[src/fbm_map.vh]
// Register map, field positions and timing figures of the fieldbus master.
`ifndef FBM_MAP_VH
`define FBM_MAP_VH
// Byte offsets of the Avalon-MM registers; the image windows are given by address bits 5:4.
`define FBM_REG_CTRL     6'h00
`define FBM_REG_STATUS   6'h04
`define FBM_REG_MASK     6'h08
`define FBM_REG_LINKSTAT 6'h0C
`define FBM_OUT_BASE     2'h1
`define FBM_IN_BASE      2'h2
// Control register fields.
`define FBM_CTRL_MODE_LO 0
`define FBM_CTRL_MODE_HI 1
`define FBM_CTRL_T32     2
`define FBM_CTRL_LONG    3
`define FBM_CTRL_FATAL   4
`define FBM_CTRL_NONFAT  5
`define FBM_CTRL_RESET   6'h04
// Controller modes.
`define FBM_MODE_PROG    2'h0
`define FBM_MODE_RUN     2'h1
`define FBM_MODE_MON     2'h2
// Status and mask bit positions.
`define FBM_ST_LINKERR   0
`define FBM_ST_FRAME     1
`define FBM_ST_UPDATE    2
`define FBM_ST_BOOT      3
// Clock rate and half-bit rates in units of 500 kHz (high speed) or 500 kHz / 8 (long distance), fractional divider.
`define FBM_CLK_MHZ      20
`define FBM_HALF_STEP    9'h003
`define FBM_HALF_MOD_HS  9'h028
`define FBM_HALF_MOD_LD  9'h140
// Refresh cycle times in microseconds.
`define FBM_CYC_HS32_US  800
`define FBM_CYC_HS16_US  500
`define FBM_CYC_LD32_US  6000
`define FBM_CYC_LD16_US  4000
// Image sizes per direction.
`define FBM_BITS_32      8'h80
`define FBM_BITS_16      8'h40
// Error indicator blink half period in milliseconds.
`define FBM_BLINK_MS     250
`endif

[src/fbm_cyclic_io.v]
// Fieldbus master with cyclic image exchange.
// Function
// - Link carries only cyclic image refresh.
// - Supports 32 or 16 terminal setting.
// - 32 terminals: 128 in, 128 out.
// - 16 terminals: 64 in, 64 out.
// - High speed cycle 0.8 ms or 0.5 ms.
// - Long distance cycle 6.0 ms or 4.0 ms.
// - Check symbols, length, parity, two-transfer match.
// - Run lamp lit in run or monitor.
// - Run lamp dark in program or fatal.
// - Error lamp steady after fatal error.
// - Error lamp blinks on non-fatal, else dark.
// - Transmit lamp lit while sending.
// - Receive lamp lit while receiving.
// - Link error lamp lit on link error.
// - Serial lamp blinks on port activity.
// - Copy program and read-only data from flash.
//
// Added by the designer: the Avalon-MM slave port and the register addresses.
`timescale 1ns/100ps
`include "fbm_map.vh"
module fbm_cyclic_io #(
    parameter CYC_HS32   = `FBM_CYC_HS32_US * `FBM_CLK_MHZ,   // Cycle counts in clock periods.
    parameter CYC_HS16   = `FBM_CYC_HS16_US * `FBM_CLK_MHZ,
    parameter CYC_LD32   = `FBM_CYC_LD32_US * `FBM_CLK_MHZ,
    parameter CYC_LD16   = `FBM_CYC_LD16_US * `FBM_CLK_MHZ,
    parameter BLINK_CYC  = `FBM_BLINK_MS * 1000 * `FBM_CLK_MHZ, // Blink half period.
    parameter BOOT_WORDS = 4608,                                 // Words copied from flash.
    parameter BOOT_AW    = 13                                    // Boot address width.
) (
    // Clock and reset.
    input  wire                sys_clk,
    input  wire                rstn,
    // Avalon-MM slave.
    input  wire [5:0]          avs_address,
    input  wire                avs_read,
    input  wire                avs_write,
    input  wire [31:0]         avs_writedata,
    output reg  [31:0]         avs_readdata,
    output wire                avs_waitrequest,
    output wire                irq,
    // Fieldbus line, half duplex.
    input  wire                line_i,
    output reg                 line_o,
    output reg                 line_oe,
    // Serial port activity inputs.
    input  wire                periph_active,
    input  wire                aux_active,
    // Flash read port.
    output reg  [BOOT_AW-1:0]  flash_addr,
    output reg                 flash_rd,
    input  wire [15:0]         flash_rdata,
    input  wire                flash_valid,
    // Working program area write port.
    output reg  [BOOT_AW-1:0]  prog_addr,
    output reg  [15:0]         prog_wdata,
    output reg                 prog_we,
    // Indicators.
    output wire                power_indicator,
    output wire                run_indicator,
    output wire                err_indicator,
    output wire                tx_activity_indicator,
    output wire                rx_activity_indicator,
    output wire                link_error_indicator,
    output wire                serial_activity_indicator
);

    // Frame sequencer states, one-hot.
    localparam [3:0] ST_BOOT = 4'h1;
    localparam [3:0] ST_IDLE = 4'h2;
    localparam [3:0] ST_TX   = 4'h4;
    localparam [3:0] ST_RX   = 4'h8;

    reg         rst_q1;        // First reset synchroniser stage.
    reg         rst_n_s;       // Synchronised reset used everywhere else.
    reg  [5:0]  ctrl;          // Mode, terminal setting, speed, error flags.
    reg  [3:0]  status;        // Sticky event bits.
    reg  [3:0]  mask;          // Interrupt mask.
    reg  [3:0]  state;         // Sequencer state.
    reg  [127:0] out_img;      // Output image sent to terminals.
    reg  [127:0] in_img;       // Accepted input image.
    reg  [127:0] rx_img;       // Image being received.
    reg  [127:0] prev_img;     // Previous reception for comparison.
    reg  [7:0]  idx;           // Bit index within the frame.
    reg         half;          // Second half of a Manchester symbol.
    reg         first;         // Sample of the first half.
    reg         par;           // Running parity.
    reg         err_sym;       // Symbol violation seen this frame.
    reg  [8:0]  acc;           // Fractional half-bit divider.
    reg  [23:0] cyc_cnt;       // Refresh cycle timer.
    reg  [23:0] blink_cnt;     // Blink divider.
    reg         blink;         // Blink phase.
    reg         ack;           // Bus answer cycle.
    reg  [3:0]  link_stat;     // Last failure causes in bits 0 to 2: sym, len, parity.
    reg  [3:0]  ev;            // Events raised this cycle.
    reg         boot_wait;     // Flash read outstanding.

    wire        t32     = ctrl[`FBM_CTRL_T32];
    wire        ld      = ctrl[`FBM_CTRL_LONG];
    wire        fatal   = ctrl[`FBM_CTRL_FATAL];
    wire [1:0]  mode    = ctrl[`FBM_CTRL_MODE_HI:`FBM_CTRL_MODE_LO];
    wire [7:0]  nbits   = t32 ? `FBM_BITS_32 : `FBM_BITS_16;
    wire [8:0]  hmod    = ld ? `FBM_HALF_MOD_LD : `FBM_HALF_MOD_HS;
    wire [8:0]  acc_nx  = acc + `FBM_HALF_STEP;
    wire        half_en = (acc_nx >= hmod);
    wire [23:0] cyc_len = ld ? (t32 ? CYC_LD32[23:0] : CYC_LD16[23:0])
                             : (t32 ? CYC_HS32[23:0] : CYC_HS16[23:0]);
    wire        cyc_end = (cyc_cnt >= cyc_len - 24'h000001);  // A shorter new setting cannot be overrun.
    wire        cyc_late = (cyc_cnt >= cyc_len - 24'h000002); // Last two cycles of a frame, so idle still sees the end.
    wire [127:0] use_msk = t32 ? {128{1'b1}} : {64'h0, {64{1'b1}}};
    wire        tx_bit  = (idx == nbits) ? par : out_img[idx[6:0]];
    wire        req     = avs_read | avs_write;
    wire        wr_acc  = avs_write & ack;
    wire [3:0]  w1c     = (wr_acc && avs_address == `FBM_REG_STATUS) ? avs_writedata[3:0] : 4'h0;

    // Bus handshake: one wait cycle, answer on the second.
    assign avs_waitrequest = req & ~ack;
    assign irq             = |(status & mask);

    // Indicators.
    assign power_indicator           = 1'b1;
    assign run_indicator             = ~fatal & (mode == `FBM_MODE_RUN || mode == `FBM_MODE_MON);
    assign err_indicator             = fatal | (ctrl[`FBM_CTRL_NONFAT] & blink);
    assign tx_activity_indicator     = state[2];
    assign rx_activity_indicator     = state[3];
    assign link_error_indicator      = status[`FBM_ST_LINKERR];
    assign serial_activity_indicator = (periph_active | aux_active) & blink;

    // Reset release through two flip-flops.
    always @(posedge sys_clk or negedge rstn) begin
        if (!rstn) begin
            rst_q1  <= 1'b0;
            rst_n_s <= 1'b0;
        end else begin
            rst_q1  <= 1'b1;
            rst_n_s <= rst_q1;
        end
    end

    // Blink divider shared by the error and serial lamps.
    always @(posedge sys_clk or negedge rst_n_s) begin
        if (!rst_n_s) begin
            blink_cnt <= 24'h000000;
            blink     <= 1'b0;
        end else if (blink_cnt == BLINK_CYC[23:0] - 24'h000001) begin
            blink_cnt <= 24'h000000;
            blink     <= ~blink;
        end else begin
            blink_cnt <= blink_cnt + 24'h000001;
        end
    end

    // Register writes and the bus answer flag.
    always @(posedge sys_clk or negedge rst_n_s) begin
        if (!rst_n_s) begin
            ctrl    <= `FBM_CTRL_RESET;
            mask    <= 4'h0;
            out_img <= 128'h0;
            ack     <= 1'b0;
        end else begin
            ack <= req & ~ack;
            if (wr_acc) begin
                if (avs_address == `FBM_REG_CTRL) begin
                    ctrl <= avs_writedata[5:0];
                end else if (avs_address == `FBM_REG_MASK) begin
                    mask <= avs_writedata[3:0];
                end else if (avs_address[5:4] == `FBM_OUT_BASE) begin
                    out_img[{avs_address[3:2], 5'h00} +: 32] <= avs_writedata;
                end
            end
        end
    end

    // Read data mux; unmapped addresses read zero.
    always @(posedge sys_clk or negedge rst_n_s) begin
        if (!rst_n_s) begin
            avs_readdata <= 32'h0;
        end else if (avs_read & ~ack) begin
            if (avs_address == `FBM_REG_CTRL) begin
                avs_readdata <= {26'h0, ctrl};
            end else if (avs_address == `FBM_REG_STATUS) begin
                avs_readdata <= {28'h0, status};
            end else if (avs_address == `FBM_REG_MASK) begin
                avs_readdata <= {28'h0, mask};
            end else if (avs_address == `FBM_REG_LINKSTAT) begin
                avs_readdata <= {28'h0, link_stat};
            end else if (avs_address[5:4] == `FBM_OUT_BASE) begin
                avs_readdata <= out_img[{avs_address[3:2], 5'h00} +: 32];
            end else if (avs_address[5:4] == `FBM_IN_BASE) begin
                avs_readdata <= in_img[{avs_address[3:2], 5'h00} +: 32];
            end else begin
                avs_readdata <= 32'h0;
            end
        end
    end

    // Sticky status: a set in the same cycle as its clear wins.
    always @(posedge sys_clk or negedge rst_n_s) begin
        if (!rst_n_s) begin
            status <= 4'h0;
        end else begin
            status <= (status & ~w1c) | ev;
        end
    end

    // Half-bit enable from a fractional divider, restarted at each frame.
    always @(posedge sys_clk or negedge rst_n_s) begin
        if (!rst_n_s) begin
            acc <= 9'h000;
        end else if (state[1] | state[0]) begin
            acc <= 9'h000;
        end else if (half_en) begin
            acc <= acc_nx - hmod;
        end else begin
            acc <= acc_nx;
        end
    end

    // Refresh cycle timer paces frame starts.
    always @(posedge sys_clk or negedge rst_n_s) begin
        if (!rst_n_s) begin
            cyc_cnt <= 24'h000000;
        end else if (state[0] | cyc_end) begin
            cyc_cnt <= 24'h000000;
        end else begin
            cyc_cnt <= cyc_cnt + 24'h000001;
        end
    end

    // Boot copy from flash to the working program area.
    always @(posedge sys_clk or negedge rst_n_s) begin
        if (!rst_n_s) begin
            flash_addr <= {BOOT_AW{1'b0}};
            flash_rd   <= 1'b0;
            boot_wait  <= 1'b0;
            prog_addr  <= {BOOT_AW{1'b0}};
            prog_wdata <= 16'h0000;
            prog_we    <= 1'b0;
        end else begin
            flash_rd <= 1'b0;
            prog_we  <= 1'b0;
            if (state[0] && !boot_wait && !prog_we) begin
                flash_rd  <= 1'b1;
                boot_wait <= 1'b1;
            end else if (boot_wait && flash_valid) begin
                boot_wait  <= 1'b0;
                prog_addr  <= flash_addr;
                prog_wdata <= flash_rdata;
                prog_we    <= 1'b1;
                flash_addr <= flash_addr + 1'b1;
            end
        end
    end

    // Frame sequencer: send image and parity, then receive them.
    always @(posedge sys_clk or negedge rst_n_s) begin
        if (!rst_n_s) begin
            state     <= ST_BOOT;
            idx       <= 8'h00;
            half      <= 1'b0;
            first     <= 1'b0;
            par       <= 1'b0;
            err_sym   <= 1'b0;
            line_o    <= 1'b0;
            line_oe   <= 1'b0;
            rx_img    <= 128'h0;
            prev_img  <= 128'h0;
            in_img    <= 128'h0;
            link_stat <= 4'h0;
            ev        <= 4'h0;
        end else begin
            ev <= 4'h0;
            case (state)
                ST_BOOT: begin
                    // Frames wait until the whole image has been copied.
                    if (prog_we && prog_addr == BOOT_WORDS[BOOT_AW-1:0] - 1'b1) begin
                        state <= ST_IDLE;
                        ev    <= 4'h1 << `FBM_ST_BOOT;
                    end
                end
                ST_IDLE: begin
                    // Only cyclic refresh frames exist; a frame starts on each cycle boundary unless the fatal flag is set.
                    if (cyc_end && !fatal) begin
                        state   <= ST_TX;
                        idx     <= 8'h00;
                        half    <= 1'b0;
                        par     <= 1'b0;
                        err_sym <= 1'b0;
                        line_oe <= 1'b1;
                    end
                end
                ST_TX: begin
                    if (half_en) begin
                        half <= ~half;
                        if (!half) begin
                            line_o <= tx_bit;
                        end else begin
                            line_o <= ~tx_bit;
                            par    <= par ^ tx_bit;
                            if (idx == nbits) begin
                                state   <= ST_RX;
                                idx     <= 8'h00;
                                par     <= 1'b0;
                                line_oe <= 1'b0;
                                line_o  <= 1'b0;
                            end else begin
                                idx <= idx + 8'h01;
                            end
                        end
                    end
                end
                ST_RX: begin
                    if (cyc_late) begin
                        // Frame ran out of time: too short. Idle then starts the next frame on time.
                        state     <= ST_IDLE;
                        link_stat <= 4'h2;
                        ev        <= 4'h1 << `FBM_ST_LINKERR;
                    end else if (half_en) begin
                        half <= ~half;
                        if (!half) begin
                            first <= line_i;
                        end else begin
                            if (first == line_i) begin
                                err_sym <= 1'b1;
                            end
                            par <= par ^ first;
                            if (idx == nbits) begin
                                state <= ST_IDLE;
                                if (err_sym || first == line_i || (par ^ first)) begin
                                    link_stat <= {1'b0, par ^ first, 1'b0, err_sym | (first == line_i)};
                                    ev        <= 4'h1 << `FBM_ST_LINKERR;
                                end else begin
                                    prev_img <= rx_img;
                                    if (((rx_img ^ prev_img) & use_msk) == 128'h0) begin
                                        in_img <= rx_img & use_msk;
                                        ev     <= (4'h1 << `FBM_ST_FRAME) | (4'h1 << `FBM_ST_UPDATE);
                                    end else begin
                                        ev <= 4'h1 << `FBM_ST_FRAME;
                                    end
                                end
                            end else begin
                                rx_img[idx[6:0]] <= first;
                                idx              <= idx + 8'h01;
                            end
                        end
                    end
                end
                default: begin
                    state <= ST_IDLE;
                end
            endcase
        end
    end

endmodule // fbm_cyclic_io

[config.mk]
export PLATFORM = sky130hd
export DESIGN_NAME = fbm_cyclic_io
export DESIGN_NICKNAME = d
export VERILOG_FILES = /design/src/fbm_cyclic_io.v
export VERILOG_INCLUDE_DIRS = /design/src /design/src/src
export SDC_FILE = /design/constraint.sdc
export NUM_CORES = 1
export LEC_CHECK = 0
export BUFFER_PORTS_ARGS = -buffer_cell sky130_fd_sc_hd__buf_4
export CAP_MARGIN = 20
export CORE_ASPECT_RATIO = 0.7
export CORE_MARGIN = 2
export CORE_UTILIZATION = 24
export DETAILED_ROUTE_END_ITERATION = 10
export SYNTH_ARGS = -nofsm -noshare
export SYNTH_HDL_FRONTEND = slang
export SYNTH_SLANG_ARGS = --single-unit
[constraint.sdc]
create_clock -name sys_clk -period 20.8 [get_ports sys_clk]
set_input_delay 2.08 -clock sys_clk [delete_from_list [all_inputs] [get_ports sys_clk]]
set_output_delay 2.08 -clock sys_clk [all_outputs]
set_load 0.1 [all_outputs]
==> impl_results.md <==
* Syn_area_per_cell at 11.1 um^2
* Worst skew pair latency at roughly 0.67 ns
* Final core utilization at 28.3%
* Area grow syn2layout at 17.3%
* Ys async rst share at 100%
* Vias in the first global route at 23100
* Setup bufs post-CTS at 0
* Final setup TNS at 0 ns
* Routed Antenna Nets at 0
* Filler cells at about 14000
* Vias at 23400
* Sequential share of the synthesized area at 51.8%
* CTS tree: yes
* Worst-path fanout max at between 60 and 70
* Die Y at 316 um
* Final setup vio count at 0
* Clock Skews at 0.0367 ns
* Post-Synthesis Cells at 2996
* DRT iter0 DRCs at ~2400
* Post-Synth Adder-Cell Area at ~1.6%
* Crit path arrival time at ~6.2 ns
* Endpoints failing hold at 0
* Hpwl dp at 66500 um
* FF+latch count, synth at 689
* Die area at between 100000 and 150000 um^2
* Tcrit/Tclk final at 27.1%
* Min cycle time layout at about 5.6 ns
* Largest family of logic cells by synthesized area: multiplexers
* Critical Path, Cell by Cell: inv_1 -> ha_1 -> ha_1 -> nand4_1 -> nor4_1 -> o21ai_0 -> nand4_1 -> or4_4 -> a211o_4 -> buf_4 -> buf_4 -> mux2_2
* WP buf/inv at 3
* Overflow left after global routing at 0
* Static Leak at 18.0 nW
* Status: finished, final reports clean
* Initial antenna violation count at 3
* RSZ-0062 raised after global routing: no
* Remaining DRCs at 0
* CTS clk-pin slew, worst paths at about 0.060 ns
* Fmax achieved at roughly 180 MHz
* Synth Area in Simple Gates at between 10 and 15%
* Worst-margin pin slew at about 1.2 ns
* Post-CTS sizing at 0
* First-pass DRT Iterations at 5
* Port buffer count at between 100 and 150
* Synth Area in XOR/XNOR at 5.05%
* Reg2Reg Depth at 12
* Vias per cell at 4.67
* DR WL/cell at about 20 um
* Slowest stage delay, CP at 0.85 ns
* Relative slew margins at 22.8%
* FP Rows at 114
* CP max stage cell: buf_4
* Element type at the critical path end: flop
* Critical path class: reg -> reg
* CTS root buf: clkbuf_16
* Pwr Density at 81.1 nW/um^2
* Instance count on the critical path at 12
* CP delay by family, top: buffers and inverters
* Total CTS buffers at 71
* H-tree depth at 3
* Synth Cell Area at 33300 um^2
* Worst Hold Class: reg -> reg
* Die X at 449 um
* Largest net degree at the start of global routing at 180
* Hold Crit Depth at 0
* Post-synthesis mux area share at 19.1%
* Worst path required time at 21.33 ns
* Hold-fix buffer count after cts at 0
* Final #Nets at between 3000 and 4000
* VDD IR max at 0.0000541 V
* Total wire length at 98500 um
* Max-slew violations at 0
* CP startpoint kind: flop
* First-pass GRT wire length at between 150000 and 200000 um
* Clock Tree Buf Depth at 3
* Initial Util at 24.2%
* Synth warn at 0
* Post-synth EDFFs at 0
* Clock sinks at around 700
* GRT Total Usage at 13.8%
* Boundary Pins at about 150
* Synth unique cells at 71
* Max-cap viol count at 0
* Final RePlAce weighted congestion at 0.844
* Synth Flop Type: dfrtp_1
* Share of cells above drive strength 1 at 23.2%
* Synth Area in Compound Gates at 6.45%
* Core Footprint at 138000 um^2
Yosys cell counts, types with 42 or more instances:
library cell | n | area share (%)
ha_1 | 42 | 1.6
nor2_1 | 94 | 1.1
mux2_2 | 298 | 10
inv_1 | 89 | 1.0
nand2_1 | 581 | 6.6
mux2_1 | 45 | 1.5
clkbuf_1 | 126 | 1.4
nand3_1 | 92 | 1.4
dfrtp_1 | 687 | 52
mux2i_1 | 81 | 2.4
nand4_1 | 59 | 1.1
o21ai_0 | 190 | 2.9
xnor2_1 | 160 | 4.2
mux4_2 | 75 | 5.1
stage by stage:
step	hold WS, ns	setup WS (ns)	cells	instance area (um^2)	power (mW)
6_report	0.354	15.17	5014	39100	3.17
3_5_place_dp	0.341	14.69	4877	36500	1.80
2_1_floorplan	0.331	0.177	3002	33300	1.68
4_1_cts	0.356	14.64	5009	39000	3.20
3_3_place_gp	0.337	14.75	4876	36500	1.80
5_1_grt	0.358	14.66	5013	39100	3.30
registers in the layout (all words and copies together), names as in the netlist, 3 cells and up:
name / count
acc: 9
avs_readdata: 32
blink_cnt: 24
ctrl: 6
cyc_cnt: 24
ev: 4
flash_addr: 13
idx: 8
in_img: 128
link_stat: 3
mask: 4
out_img: 128
prev_img: 128
prog_addr: 13
prog_wdata: 16
rx_img: 128
state: 4
status: 4
layer usage:
layer	vias to the layer above	track usage, %	wire (um)
met1	11900	20.2	46700
met5	-	0	0
met2	751	19.2	40500
met4	0	4.64	2910
met3	146	4.25	8350
li1	10600	-	-
cells by family after synthesis:
group	after synthesis
buf+inv	267
simple gates	958
fa+ha+maj	42
xor+xnor	192
flops	689
mux	499
compound gates	347
other cells	2
area by class of cell:
class	instances	area (um^2)	share of cell area, %
flip-flops and latches	689	17300	44.2
multi-input cells	2046	15100	38.6
well taps	1856	2320	5.95
clock buffers	100	2100	5.37
repair buffers	196	1510	3.87
clock inverters	32	422	1.08
inverters	93	349	0.894
diodes	2	5.00	0.0128
where the power goes:
group | internal (mW) | switching, mW
logic | 0.112 | 0.262
registers | 1.37 | 0.0330
clock network | 0.802 | 0.587
total | 2.29 | 0.882
path summary, 6_finish.rpt:
path                                      from                   endpoint  slack (ns)
setup / recovery           ctrl[3]$_DFFE_PN0P_      in_img[5]$_DFFE_PN0P_       15.17
hold / removal                rst_q1$_DFF_PN0_          rst_n_s$_DFF_PN0_        0.35
setup reg to reg           ctrl[3]$_DFFE_PN0P_      in_img[5]$_DFFE_PN0P_       15.17
hold reg to reg               rst_q1$_DFF_PN0_          rst_n_s$_DFF_PN0_        0.35
max in group asynchronous    rst_n_s$_DFF_PN0_     rx_img[25]$_DFFE_PN0P_       16.54
min in group asynchronous    rst_n_s$_DFF_PN0_  prog_wdata[5]$_DFFE_PN0P_        0.36
layout by cell type, fill, tap and decap left out, types with 73 or more instances in the layout:
cell and instances:
mux2i_1 81, inv_1 89, nand3_1 92, nand2_1 577, clkbuf_16 73, mux2_2 298
nor2_1 94, mux4_2 75, o21ai_0 190, xnor2_1 160, buf_4 192, dfrtp_1 683
Note: power is estimated with default switching activity, not from simulation.
